## config.mk

```make
export PLATFORM = sky130hd
export DESIGN_NAME = hul_top
export DESIGN_NICKNAME = d
export VERILOG_FILES = /design/src/hul_pkg.sv /design/src/hul_tx.sv /design/src/hul_rx.sv /design/src/hul_top.sv
export SDC_FILE = /design/constraint.sdc
export NUM_CORES = 1
export LEC_CHECK = 0
export BUFFER_PORTS_ARGS = -buffer_cell sky130_fd_sc_hd__buf_2
export CAP_MARGIN = 0
export CELL_PAD_IN_SITES_DETAIL_PLACEMENT = 0
export CELL_PAD_IN_SITES_GLOBAL_PLACEMENT = 2
export CORE_ASPECT_RATIO = 0.9
export CORE_MARGIN = 4
export CORE_UTILIZATION = 39
export CTS_BUF_LIST = sky130_fd_sc_hd__clkbuf_4
export CTS_CLUSTER_DIAMETER = 60
export CTS_CLUSTER_SIZE = 10
export DETAILED_ROUTE_END_ITERATION = 8
export PLACE_DENSITY = 0.89
export SLEW_MARGIN = 40
export SYNTH_ARGS = -nofsm -noshare
export SYNTH_HDL_FRONTEND = slang
export SYNTH_HIERARCHICAL = 1
export SYNTH_SLANG_ARGS = --single-unit
```

## constraint.sdc

```tcl
create_clock -name clk -period 4.33 [get_ports clk]
set_clock_uncertainty 0.1 [all_clocks]
set_input_delay 0.866 -clock clk [delete_from_list [all_inputs] [get_ports clk]]
set_output_delay 0.866 -clock clk [all_outputs]
set_load 0.005 [all_outputs]
```

## src/hul_pkg.sv

```systemverilog
// Shared constants, register map and state types of the host serial link.
//
// Contract
// - One start, eight data LSB first, one stop.
// - Full duplex with data and flow-control lines.
// - Two-line or four-line operation is selectable.
// - Programmable bit rate, 9600 to 921600 bps.
// - At least three character times between messages.
// - Message gap length is adjustable by software.
// - Detect character timeout, overrun and framing errors.
// - Alternate port can swap transmit and receive pins.
// - Wake the host before sending data.
// - Pins act as serial lines only once assigned.
// - Low reset input acts asynchronously by level.
// - Internal reset held until oscillator settle timer expires.
// - Transmit only while clear-to-send low, at character boundaries.
// - Request-to-send low while receiver can accept data.
// - Framing error when stop bit samples zero.
// - Receive timeout defaults to twelve character times.
package hul_pkg;
    localparam int          ADDR_W        = 8;
    localparam int          DATA_W        = 32;
    localparam int          CHAR_BITS     = 10;
    localparam int          DATA_BITS     = 8;
    // Register offsets (byte addresses).
    localparam logic [7:0]  OFF_CTRL      = 8'h00;
    localparam logic [7:0]  OFF_BAUD      = 8'h04;
    localparam logic [7:0]  OFF_GAP       = 8'h08;
    localparam logic [7:0]  OFF_TXDATA    = 8'h0C;
    localparam logic [7:0]  OFF_RXDATA    = 8'h10;
    localparam logic [7:0]  OFF_STATUS    = 8'h14;
    // Control bits.
    localparam int          CTRL_EN       = 0;
    localparam int          CTRL_FOUR     = 1;
    localparam int          CTRL_SWAP     = 2;
    localparam int          CTRL_WAKE     = 3;
    localparam int          CTRL_W        = 4;
    // Field positions.
    localparam int          BAUD_OSR_LSB  = 16;
    localparam int          GAP_RXTO_LSB  = 8;
    localparam int          GAP_WAKE_LSB  = 16;
    localparam int          TX_EOM_BIT    = 8;
    localparam int          ST_TO         = 0;
    localparam int          ST_OVR        = 1;
    localparam int          ST_FRM        = 2;
    localparam int          ST_RXFULL     = 3;
    localparam int          ST_TXFULL     = 4;
    localparam int          ST_TXACT      = 5;
    // Reset values.
    localparam logic [3:0]  CTRL_RST      = 4'h0;
    localparam logic [15:0] DIV_RST       = 16'h001F;
    localparam logic [4:0]  OSR_RST       = 5'h0E;
    localparam logic [7:0]  TXGAP_RST     = 8'h03;
    localparam logic [7:0]  RXTO_RST      = 8'h0C;
    localparam logic [7:0]  WAKE_RST      = 8'h01;
    // Oscillator settle time.
    localparam int          CLK_MHZ       = 50;
    localparam int          SETTLE_US     = 1000;
    localparam int          SETTLE_CYCLES = SETTLE_US * CLK_MHZ;

    typedef enum logic [3:0] {
        TX_IDLE = 4'b0001,
        TX_WAKE = 4'b0010,
        TX_SEND = 4'b0100,
        TX_GAP  = 4'b1000
    } hul_txst_t;

    typedef enum logic [3:0] {
        RX_IDLE  = 4'b0001,
        RX_START = 4'b0010,
        RX_DATA  = 4'b0100,
        RX_STOP  = 4'b1000
    } hul_rxst_t;
endpackage

```

## src/hul_tx.sv

```systemverilog
// Serial character transmitter.
`timescale 1ns/1ns
`default_nettype none
module hul_tx (
    // Clock and reset
    input  wire logic       clk,
    input  wire logic       rst,
    // Timing
    input  wire logic       sampleTick,
    input  wire logic [4:0] osr,
    // Character request
    input  wire logic       start,
    input  wire logic [7:0] data,
    output logic            busy,
    output logic            done,
    // Serial line
    output logic            line
);
    logic [9:0] shiftReg;
    logic [3:0] bitCnt;
    logic [4:0] phase;

    // Frame shifter: each bit lasts osr sample ticks, timed from the start request.
    always_ff @(posedge clk) begin
        if (rst) begin
            line     <= 1'b1;
            busy     <= 1'b0;
            done     <= 1'b0;
            shiftReg <= 10'h3FF;
            bitCnt   <= 4'h0;
            phase    <= 5'h00;
        end else begin
            done <= 1'b0;
            if (!busy && start) begin
                shiftReg <= {1'b1, data, 1'b0};
                line     <= 1'b0;
                busy     <= 1'b1;
                bitCnt   <= 4'h0;
                phase    <= 5'h00;
            end else if (busy && sampleTick) begin
                if (phase == osr - 5'h01) begin
                    phase <= 5'h00;
                    if (bitCnt == 4'(hul_pkg::CHAR_BITS - 1)) begin
                        busy <= 1'b0;
                        done <= 1'b1;
                        line <= 1'b1;
                    end else begin
                        bitCnt   <= bitCnt + 4'h1;
                        shiftReg <= {1'b1, shiftReg[9:1]};
                        line     <= shiftReg[1];
                    end
                end else begin
                    phase <= phase + 5'h01;
                end
            end
        end
    end
endmodule // hul_tx
`default_nettype wire

```

## src/hul_rx.sv

```systemverilog
// Serial character receiver with mid-bit sampling.
`timescale 1ns/1ns
`default_nettype none
module hul_rx (
    // Clock and reset
    input  wire logic       clk,
    input  wire logic       rst,
    // Timing
    input  wire logic       sampleTick,
    input  wire logic [4:0] osr,
    // Serial line
    input  wire logic       line,
    // Character result
    output logic            valid,
    output logic            frameErr,
    output logic [7:0]      data
);
    hul_pkg::hul_rxst_t state;
    logic [4:0]         phase;
    logic [2:0]         bitCnt;

    // Start detection, data capture and stop check.
    always_ff @(posedge clk) begin
        if (rst) begin
            state    <= hul_pkg::RX_IDLE;
            phase    <= 5'h00;
            bitCnt   <= 3'h0;
            data     <= 8'h00;
            valid    <= 1'b0;
            frameErr <= 1'b0;
        end else begin
            valid    <= 1'b0;
            frameErr <= 1'b0;
            if (sampleTick) begin
                unique case (state)
                    hul_pkg::RX_IDLE: begin
                        phase <= 5'h00;
                        if (!line) begin
                            state <= hul_pkg::RX_START;
                        end
                    end
                    hul_pkg::RX_START: begin
                        if (phase == {1'b0, osr[4:1]}) begin
                            phase  <= 5'h00;
                            bitCnt <= 3'h0;
                            state  <= line ? hul_pkg::RX_IDLE : hul_pkg::RX_DATA;
                        end else begin
                            phase <= phase + 5'h01;
                        end
                    end
                    hul_pkg::RX_DATA: begin
                        if (phase == osr - 5'h01) begin
                            phase <= 5'h00;
                            data  <= {line, data[7:1]};
                            if (bitCnt == 3'(hul_pkg::DATA_BITS - 1)) begin
                                state <= hul_pkg::RX_STOP;
                            end else begin
                                bitCnt <= bitCnt + 3'h1;
                            end
                        end else begin
                            phase <= phase + 5'h01;
                        end
                    end
                    hul_pkg::RX_STOP: begin
                        if (phase == osr - 5'h01) begin
                            valid    <= line;
                            frameErr <= !line;
                            state    <= hul_pkg::RX_IDLE;
                        end else begin
                            phase <= phase + 5'h01;
                        end
                    end
                    default: state <= hul_pkg::RX_IDLE;
                endcase
            end
        end
    end
endmodule // hul_rx
`default_nettype wire

```

## src/hul_top.sv

```systemverilog
// Host serial link: register port, reset timer, message pacing and pin routing.
`timescale 1ns/1ns
`default_nettype none
module hul_top #(
    parameter int SETTLE_CYCLES        = hul_pkg::SETTLE_CYCLES,
    parameter bit alternate_serial_port = 1'b1
) (
    // Clock and resets
    input  wire logic        clk,
    input  wire logic        srst,
    input  wire logic        power_on_reset_n_in,
    // Register port
    input  wire logic [7:0]  busAddr,
    input  wire logic [31:0] busWdata,
    input  wire logic        busWr,
    input  wire logic        busRd,
    output logic      [31:0] busRdata,
    // Serial pin A (transmit unless swapped)
    input  wire logic        pinAIn,
    output logic             pinAOut,
    output logic             pinAOe,
    // Serial pin B (receive unless swapped)
    input  wire logic        pinBIn,
    output logic             pinBOut,
    output logic             pinBOe,
    // Flow control and host wake
    input  wire logic        clear_to_send_n_in,
    output logic             request_to_send_n_out,
    output logic             hostWakeOut
);
    localparam int SW = $clog2(SETTLE_CYCLES + 1);

    // Address match shared by read and write decode.
    function automatic logic hit(input logic [7:0] a, input logic [7:0] off);
        hit = (a == off);
    endfunction

    logic          porMeta, porSync, settled;
    logic [SW-1:0] settleCnt;
    logic          rst;
    logic [3:0]    ctrlReg;
    logic [15:0]   divReg;
    logic [4:0]    osrReg;
    logic [7:0]    txGapReg, rxToReg, wakeReg;
    logic [7:0]    txHold, rxHold;
    logic          txEom, txFull, rxFull;
    logic          errTo, errOvr, errFrm;
    logic [15:0]   sampleCnt;
    logic [4:0]    bitPhase;
    logic          sampleTick, bitTick;
    hul_pkg::hul_txst_t txState;
    logic [11:0]   txCnt, rxCnt;
    logic          rxArmed, txStart, txBusy, txDone, txLine;
    logic          rxValid, rxFrm, rxLine, swapEff, ctsOk, toHit;
    logic [7:0]    rxData;
    logic          wrCtrl, wrBaud, wrGap, wrTx, wrSt, rdRx;

    // Reset input is caught asynchronously; the settle timer restarts on each assertion.
    always_ff @(posedge clk or negedge power_on_reset_n_in) begin
        if (!power_on_reset_n_in) begin
            porMeta   <= 1'b0;
            porSync   <= 1'b0;
            settleCnt <= '0;
            settled   <= 1'b0;
        end else begin
            porMeta <= 1'b1;
            porSync <= porMeta;
            if (porSync && !settled) begin
                settleCnt <= settleCnt + SW'(1);
                settled   <= (settleCnt == SW'(SETTLE_CYCLES - 1));
            end
        end
    end

    // Internal reset covers the oscillator settle time.
    assign rst = srst || !settled;

    assign wrCtrl  = busWr && hit(busAddr, hul_pkg::OFF_CTRL);
    assign wrBaud  = busWr && hit(busAddr, hul_pkg::OFF_BAUD);
    assign wrGap   = busWr && hit(busAddr, hul_pkg::OFF_GAP);
    assign wrTx    = busWr && hit(busAddr, hul_pkg::OFF_TXDATA);
    assign wrSt    = busWr && hit(busAddr, hul_pkg::OFF_STATUS);
    assign rdRx    = busRd && hit(busAddr, hul_pkg::OFF_RXDATA);
    assign swapEff = alternate_serial_port && ctrlReg[hul_pkg::CTRL_SWAP];
    assign ctsOk   = !ctrlReg[hul_pkg::CTRL_FOUR] || !clear_to_send_n_in;
    assign toHit   = (rxCnt == 12'(rxToReg) * 12'(hul_pkg::CHAR_BITS));

    // Configuration registers.
    always_ff @(posedge clk) begin
        if (rst) begin
            ctrlReg  <= hul_pkg::CTRL_RST;
            divReg   <= hul_pkg::DIV_RST;
            osrReg   <= hul_pkg::OSR_RST;
            txGapReg <= hul_pkg::TXGAP_RST;
            rxToReg  <= hul_pkg::RXTO_RST;
            wakeReg  <= hul_pkg::WAKE_RST;
        end else begin
            if (wrCtrl) begin
                ctrlReg <= busWdata[hul_pkg::CTRL_W-1:0];
            end
            if (wrBaud) begin
                divReg <= busWdata[15:0];
                osrReg <= busWdata[hul_pkg::BAUD_OSR_LSB +: 5];
            end
            if (wrGap) begin
                txGapReg <= busWdata[7:0];
                rxToReg  <= busWdata[hul_pkg::GAP_RXTO_LSB +: 8];
                wakeReg  <= busWdata[hul_pkg::GAP_WAKE_LSB +: 8];
            end
        end
    end

    // Rate divider: sample tick every divReg cycles, bit tick every osrReg samples.
    always_ff @(posedge clk) begin
        if (rst) begin
            sampleCnt  <= 16'h0000;
            bitPhase   <= 5'h00;
            sampleTick <= 1'b0;
            bitTick    <= 1'b0;
        end else begin
            sampleTick <= (sampleCnt == divReg - 16'h0001);
            sampleCnt  <= (sampleCnt >= divReg - 16'h0001) ? 16'h0000 : sampleCnt + 16'h0001;
            bitTick    <= 1'b0;
            if (sampleTick) begin
                bitTick  <= (bitPhase == osrReg - 5'h01);
                bitPhase <= (bitPhase >= osrReg - 5'h01) ? 5'h00 : bitPhase + 5'h01;
            end
        end
    end

    // Transmit holding register: a write while full is ignored.
    always_ff @(posedge clk) begin
        if (rst) begin
            txHold <= 8'h00;
            txEom  <= 1'b0;
            txFull <= 1'b0;
        end else if (txStart) begin
            txFull <= 1'b0;
        end else if (wrTx && !txFull) begin
            txHold <= busWdata[7:0];
            txEom  <= busWdata[hul_pkg::TX_EOM_BIT];
            txFull <= 1'b1;
        end
    end

    // Message pacing: host wake, clear-to-send check per character, gap after each message.
    always_ff @(posedge clk) begin
        if (rst) begin
            txState     <= hul_pkg::TX_IDLE;
            txCnt       <= 12'h000;
            txStart     <= 1'b0;
            hostWakeOut <= 1'b0;
        end else begin
            txStart <= 1'b0;
            unique case (txState)
                hul_pkg::TX_IDLE: begin
                    if (txFull && !txStart && ctrlReg[hul_pkg::CTRL_EN]) begin
                        if (ctrlReg[hul_pkg::CTRL_WAKE] && !hostWakeOut) begin
                            hostWakeOut <= 1'b1;
                            txCnt       <= 12'(wakeReg) * 12'(hul_pkg::CHAR_BITS);
                            txState     <= hul_pkg::TX_WAKE;
                        end else if (ctsOk) begin
                            txStart <= 1'b1;
                            txState <= hul_pkg::TX_SEND;
                        end
                    end
                end
                hul_pkg::TX_WAKE: begin
                    if (txCnt == 12'h000) begin
                        txState <= hul_pkg::TX_IDLE;
                    end else if (bitTick) begin
                        txCnt <= txCnt - 12'h001;
                    end
                end
                hul_pkg::TX_SEND: begin
                    if (txDone) begin
                        if (txEom) begin
                            txCnt       <= 12'(txGapReg) * 12'(hul_pkg::CHAR_BITS) + 12'h001;
                            hostWakeOut <= 1'b0;
                            txState     <= hul_pkg::TX_GAP;
                        end else begin
                            txState <= hul_pkg::TX_IDLE;
                        end
                    end
                end
                hul_pkg::TX_GAP: begin
                    if (txCnt == 12'h000) begin
                        txState <= hul_pkg::TX_IDLE;
                    end else if (bitTick) begin
                        txCnt <= txCnt - 12'h001;
                    end
                end
                default: txState <= hul_pkg::TX_IDLE;
            endcase
        end
    end

    hul_tx u_tx (
        .clk        (clk),
        .rst        (rst),
        .sampleTick (sampleTick),
        .osr        (osrReg),
        .start      (txStart),
        .data       (txHold),
        .busy       (txBusy),
        .done       (txDone),
        .line       (txLine)
    );

    // Receive line follows the pin routing; idle high until pins are assigned.
    assign rxLine = !ctrlReg[hul_pkg::CTRL_EN] ? 1'b1 : (swapEff ? pinAIn : pinBIn);

    hul_rx u_rx (
        .clk        (clk),
        .rst        (rst),
        .sampleTick (sampleTick),
        .osr        (osrReg),
        .line       (rxLine),
        .valid      (rxValid),
        .frameErr   (rxFrm),
        .data       (rxData)
    );

    // Receive holding register; a character arriving with a read keeps the holder full.
    always_ff @(posedge clk) begin
        if (rst) begin
            rxHold <= 8'h00;
            rxFull <= 1'b0;
        end else if (rxValid && (!rxFull || rdRx)) begin
            rxHold <= rxData;
            rxFull <= 1'b1;
        end else if (rdRx) begin
            rxFull <= 1'b0;
        end
    end

    // Inter-character timer, armed by each received character.
    always_ff @(posedge clk) begin
        if (rst) begin
            rxCnt   <= 12'h000;
            rxArmed <= 1'b0;
        end else if (rxValid || rxFrm) begin
            rxCnt   <= 12'h000;
            rxArmed <= 1'b1;
        end else if (rxArmed && toHit) begin
            rxArmed <= 1'b0;
        end else if (rxArmed && bitTick) begin
            rxCnt <= rxCnt + 12'h001;
        end
    end

    // Sticky error flags, write one to clear; a new event wins over the clear.
    always_ff @(posedge clk) begin
        if (rst) begin
            errTo  <= 1'b0;
            errOvr <= 1'b0;
            errFrm <= 1'b0;
        end else begin
            errTo  <= (rxArmed && toHit) || (errTo && !(wrSt && busWdata[hul_pkg::ST_TO]));
            errOvr <= (rxValid && rxFull && !rdRx) || (errOvr && !(wrSt && busWdata[hul_pkg::ST_OVR]));
            errFrm <= rxFrm || (errFrm && !(wrSt && busWdata[hul_pkg::ST_FRM]));
        end
    end

    // Registered pin drive; pins stay released until software assigns them.
    always_ff @(posedge clk) begin
        if (rst) begin
            pinAOut               <= 1'b1;
            pinAOe                <= 1'b0;
            pinBOut               <= 1'b1;
            pinBOe                <= 1'b0;
            request_to_send_n_out <= 1'b1;
        end else begin
            pinAOut               <= txLine;
            pinBOut               <= txLine;
            pinAOe                <= ctrlReg[hul_pkg::CTRL_EN] && !swapEff;
            pinBOe                <= ctrlReg[hul_pkg::CTRL_EN] && swapEff;
            request_to_send_n_out <= !(ctrlReg[hul_pkg::CTRL_EN] && !rxFull);
        end
    end

    // Read data, valid only in the cycle after the read strobe.
    always_ff @(posedge clk) begin
        if (rst) begin
            busRdata <= 32'h00000000;
        end else if (!busRd) begin
            busRdata <= 32'h00000000;
        end else if (hit(busAddr, hul_pkg::OFF_CTRL)) begin
            busRdata <= {28'h0000000, ctrlReg};
        end else if (hit(busAddr, hul_pkg::OFF_BAUD)) begin
            busRdata <= {11'h000, osrReg, divReg};
        end else if (hit(busAddr, hul_pkg::OFF_GAP)) begin
            busRdata <= {8'h00, wakeReg, rxToReg, txGapReg};
        end else if (hit(busAddr, hul_pkg::OFF_RXDATA)) begin
            busRdata <= {24'h000000, rxHold};
        end else if (hit(busAddr, hul_pkg::OFF_STATUS)) begin
            busRdata <= {26'h0000000, txBusy || !txState[0], txFull, rxFull, errFrm, errOvr, errTo};
        end else begin
            busRdata <= 32'h00000000;
        end
    end
endmodule // hul_top
`default_nettype wire

```

* After elaboration in Yosys (flattened, before gate mapping)
Index checks and enable logic that the tools add are counted.
** Cells by class
- Multiplexer cells :: 61
- Shift operators :: 0
- Multiply operators :: 3
- Div/mod/pow operators :: 0
- $lt $le $gt $ge :: 2
- Reductions and logical operators :: 88
- Bitwise logic cells :: 11
- Add/subtract/negate cells :: 12
- Equality and inequality tests :: 38
** Operator list (count)
- $mux W12 :: 6
- $mux W4 :: 12
- $mux W9 :: 4
- $pmux W12 S3 :: 1
- $mul A8 B3 Y11 const B :: 3
- $add A16 B1 Y16 const B :: 2
- $logic_and A1 B1 Y1 :: 27
- $mux W5 :: 5
- $add A12 B1 Y12 const B :: 2
- $mux W24 :: 1
- $mux W21 :: 1
- $mux W1 :: 20
- $pmux W5 S4 :: 1
- $eq A16 B16 Y1 :: 1
- $eq A16 B16 Y1 const B :: 1
- $eq A8 B4 Y1 const B :: 2
- $eq A8 B5 Y1 const B :: 2
- $ge A16 B16 Y1 :: 1
- $logic_not A1 Y1 :: 16
- $ne A2 B1 Y1 const B :: 8
- $pmux W4 S4 :: 1
- $reduce_or A4 Y1 :: 4
- $sub A16 B1 Y16 const B :: 1
- $add A5 B1 Y5 const B :: 3
- 38 further kinds :: 90
** Storage, ports and cells
- Latch bits :: 0
- Input bits :: 48
- Bits in read-only memories :: 0
- Bits in registers :: 223
- Output and inout port bits :: 38
- Logic and storage cells :: 263
- Memories kept :: 0
- Memory bits (writable) :: 0

* Longest topological paths before layout
- Word-level depth :: 7
- Gate-level depth with buffers :: 13
- Gate-level depth less buffers :: 12

* By module
The synthesis kept the hierarchy.
** Modules (own cells, without submodules)
- hul_top :: cells an instance 1037, sequential area each 3538.4 um^2, times used 1, area each 9021.2 um^2
- hul_rx :: cells an instance 151, sequential area each 440.4 um^2, times used 1, area each 1300.0 um^2
- hul_tx :: cells an instance 132, sequential area each 400.4 um^2, times used 1, area each 1077.3 um^2

* Least setup slack after synthesis
No wires, ideal clock.
- Path kind :: register -> register
- Start point :: register divReg[2]
- End point :: register sampleCnt[10]
- Path slack :: 793 ps
- Required time :: 4098 ps
- Arrival :: 3305 ps
- Setup time :: 132 ps
- Cell stages (with the launch flop) :: 14
- Period minus slack after synthesis :: 3537 ps
- Path buffers :: 1
- Cell sequence :: dfxtp_1 > or4_1 > nor4_1 > nand2_1 > nor3_1 > xnor2_1 > ha_1 > nand4_1 > nor2_1 > nand3_1 > or3_1 > o2111ai_1 > clkbuf_1 > nor3_1
** Between the ends
- Word-level cells in the longest chain between the ends :: 3
** Ends and longest elaborated chain
- from (decl) :: line hul_top.sv:42 : logic [15:0] divReg;
- from (signal assigned) :: line hul_top.sv:92 : divReg <= hul_pkg::DIV_RST;
- from (signal assigned) :: line hul_top.sv:102 : divReg <= busWdata[15:0];
- $sub A16 B1 Y16 :: line hul_top.sv:122 : sampleCnt <= (sampleCnt >= divReg - 16'h0001) ? 16'h0000 : sampleCnt + 16'h0001;
- $ge A16 B16 Y1 :: line hul_top.sv:122
- $reduce_or A2 Y1 (no line)
- to (signal assigned) :: line hul_top.sv:122
- to (decl) :: line hul_top.sv:48 : logic [15:0] sampleCnt;
Every way passes these cells.
A chain may end at the register's enable or synchronous reset.

* Worst setup path after layout
- Start point :: register divReg[3]
- End point :: register sampleCnt[8]
Same word-level chain as after synthesis.

==> flow_summary_export.csv <==
group,metric,value,unit
job,maxCapViolCount,0,
sta,min_period_over_period,86.1,%
critical_path,r2r_cells,13,
power_and_ir_drop,vdd_drop_max,0.000202,V
floorplan,die_width,188,um
synthesis,synth.top_cell.area_share,34.2,%
synthesis,ys_warn_count,6,
grt,grt_max_degree,36,
grt,first_global_vias,9073,
cells_and_area,final_common_cell,"dfxtp_1",
floorplan,start_util,39.5,%
critical_path,r2r-start,"divReg[3]$_SDFFE_PP1P_",
critical_path,critPathCaptureType,"register",
cells_and_area,register_area,4380,um2
sta,rsz0062_at_grt,"no",
sta,slew_headroom,52.3,%
power_and_ir_drop,p_comb_share,3.1,%
sta,worst_slew_pin_slew,705,ps
cells_and_area,fin_nets,1505,
synthesis,syn_avg_cell_area,8.64,um2
sta,slew_viol_final,0,
cells_and_area,final_cell_mix,"dfxtp_1, nand2_1, nor2_1",
critical_path,crit_type,"reg2reg",
critical_path,r2r_end,"sampleCnt[8]$_SDFF_PP0_",
clock_network,postCtsResizedCells,0,
floorplan,dieArea,32000,um2
floorplan,rows,59,
grt,grtUsageTotal,18.4,%
clock_network,clk_pin_slew,120,ps
critical_path,startpoint,"divReg[3]$_SDFFE_PP1P_",
synthesis,syn_inst,1320,
synthesis,synth-edff-count,0,
floorplan,fp.dieH,170,um
power_and_ir_drop,power_frac_seq,61.9,%
placement,place.port_buffers,69,
synthesis,ys_top_cells_by_area,"dfxtp_1, ha_1, nand2_1, xnor2_1, dfrtp_1",
synthesis,mappedNetlistArea,11400,um2
routing,vias,9548,
grt,grt_pass1_wl,48700,um
critical_path,worstPathArrival,4190,ps
routing,viasPerCell,5.33,
clock_network,insertion_delay,690,ps
power_and_ir_drop,p_total,3.28,mW
sta,max_freq,268,MHz
routing,firstDrtPassIters,5,
synthesis,async_flop_share,8.88,%
grt,grt.overflow.total,0,
placement,placed_cells,1748,
critical_path,rrSetupSlack,600,ps
routing,wl_per_cell,16.8,um
cells_and_area,drive_gt1_share,10.6,%
critical_path,required,4790,ps
grt,antenna_found_initial,1,
clock_network,clk_path_buf_depth,3,
power_and_ir_drop,switchingPower,782,uW
power_and_ir_drop,p_sw_share,23.8,%
clock_network,cts_inserted_buffers,27,
synthesis,synth-seq-cells,214,
power_and_ir_drop,power_density,263,nW/um2
cells_and_area,fill_cells,2946,
worst_hold_path,hold_path.class,"reg2reg",
routing,totalWireLength,30100,um
sta,finalSetupViolations,0,
sta,fin_crit,3730,ps
synthesis,yosysSeqAreaShare,38.4,%
sta,finalSetupTns,0,ps
power_and_ir_drop,clockPowerShare,35.1,%
floorplan,core_region_area,28900,um2
cells_and_area,syn2layout_area_growth,9.39,%
clock_network,htreeDepth,1,
clock_network,postCtsHoldBufs,1,
routing,drtAntennaViolNets,0,
placement,gp_congestion,0.814,
power_and_ir_drop,leakagePower,4.93,nW
cells_and_area,multi_input_area,6620,um2
clock_network,post_cts_buffers,0,
synthesis,ys.flop_type,"dfxtp_1",
synthesis,yosys.area.top_type,"dfxtp_1",
worst_hold_path,worstHoldStart,"porMeta$_DFF_PN0_",
clock_network,cts_sinks,214,
clock_network,cts_root_buf,"clkbuf_4",
critical_path,crit_path_end,"sampleCnt[8]$_SDFF_PP0_",
cells_and_area,final_cell_count_no_fill,1790,
floorplan,ios,86,
power_and_ir_drop,p_int,2.50,mW
routing,drcViolationCount,0,
routing,first_iter_violations,667,
critical_path,critical_path.max_fanout,16,
synthesis,yosys.cell_types.count,81,
critical_path,start_kind,"register",
placement,place.detailed.hpwl,21800,um
run_status,status,"complete, no violations",
sta,hold_violations,0,
clock_network,cts_tree,"done",
==> cells by family after synthesis <==
kind of cell	Yosys count	share of synthesized area, %
other	2	0.0659
buffers and inverters	102	3.90
muxes	29	2.56
DFF	214	38.4
AOI/OAI and AO/OA	272	16.1
and+or+nand+nor	527	22.9
xor gates and xnor gates	99	7.61
adders and majority gates	75	8.43
==> how the worst min path moves through the flow <==
stage	end	slack [ps]	cells past startpoint
finish	porSync$_DFF_PN0_	240	0
global route	porSync$_DFF_PN0_	260	0
CTS	porSync$_DFF_PN0_	250	0
detailed placement	porSync$_DFF_PN0_	250	0
global placement	porSync$_DFF_PN0_	230	0
floorplan	porSync$_DFF_PN0_	230	0
==> stage by stage <==
stage / area, um2 / worst slack (ps) / hold WS (ps) / util, %
after global placement: 12100 / 673 / 234 / 42.0
after floorplan: 11400 / 793 / 231 / -
final: 12500 / 601 / 245 / 43.2
after CTS: 12500 / 563 / 249 / 43.1
after detailed placement: 12100 / 627 / 246 / 42.0
after global routing: 12500 / 303 / 264 / 43.2
==> critical path, cell delays in order, from the launching register on <==
cell and delay (ps):
dfxtp_1 400, or4_1 570, nor4_1 440, nand2_1 210, nor3_1 210, xnor2_1 90
ha_1 300, nand4_1 170, nor2_1 150, nand3_1 100, or3_1 400, o2111ai_1 110
buf_4 250, nor3_1 80
==> cell usage after synthesis, types with 9 or more instances <==
library cell    n
xor2_1         44
or3_1          17
a22oi_1        11
nor2b_1        14
a21oi_1        88
o21ai_0        28
nand4_1        18
ha_1           72
dfrtp_1        19
nor4_1         12
mux2i_1        28
nor3_1         61
and2_1         11
clkbuf_1       41
inv_1          37
and3_1         13
buf_2          10
a211oi_1       24
buf_4           9
nand2b_1       12
o211ai_1       11
nand2_1       162
nand3_1        58
a21o_1         12
nor2_1        102
xnor2_1        55
a22o_1         14
dfxtp_1       195
==> registers in the layout, indices dropped and copies added (netlist names), 3 cells and up <==
register and cells:
busRdata 24, divReg 16, sampleCnt 16, settleCnt 16
rxCnt 12, txCnt 12, rxHold 8, rxToReg 8
txGapReg 8, txHold 8, u_rx/data 8, u_tx/shiftReg 8
wakeReg 8, bitPhase 5, osrReg 5, u_rx/phase 5
u_tx/phase 5, ctrlReg 4, txState 4, u_rx/state 4
u_tx/bitCnt 4, u_rx/bitCnt 3
==> power groups by stage <==
stage | Sequential (mW) | Clock [mW] | Combinational (mW)
after global placement | 2.08 | 0 | 0.0982
final | 2.03 | 1.15 | 0.100
after detailed placement | 2.08 | 0 | 0.101
after global routing | 2.04 | 1.29 | 0.112
after CTS | 2.03 | 1.21 | 0.102
after floorplan | 2.07 | 0 | 0.0613
==> layer usage <==
metal,vias up,track usage (%),wire (um)
met5,-,0,0
met4,0,3.86,563
met3,36,2.56,1340
met2,185,29.0,13100
met1,4478,26.9,15100
li1,4849,-,-
==> layout make-up <==
class / count / share of cell area, %
Multi-Input combinational cell: 1011 / 53.1
Sequential cell: 214 / 35.1
Timing Repair Buffer: 90 / 4.05
Tap cell: 396 / 3.97
Clock buffer: 30 / 1.81
Inverter: 38 / 1.15
Clock inverter: 9 / 0.743
Antenna cell: 2 / 0.0401
No activity file was read; power rests on OpenSTA's default activity.
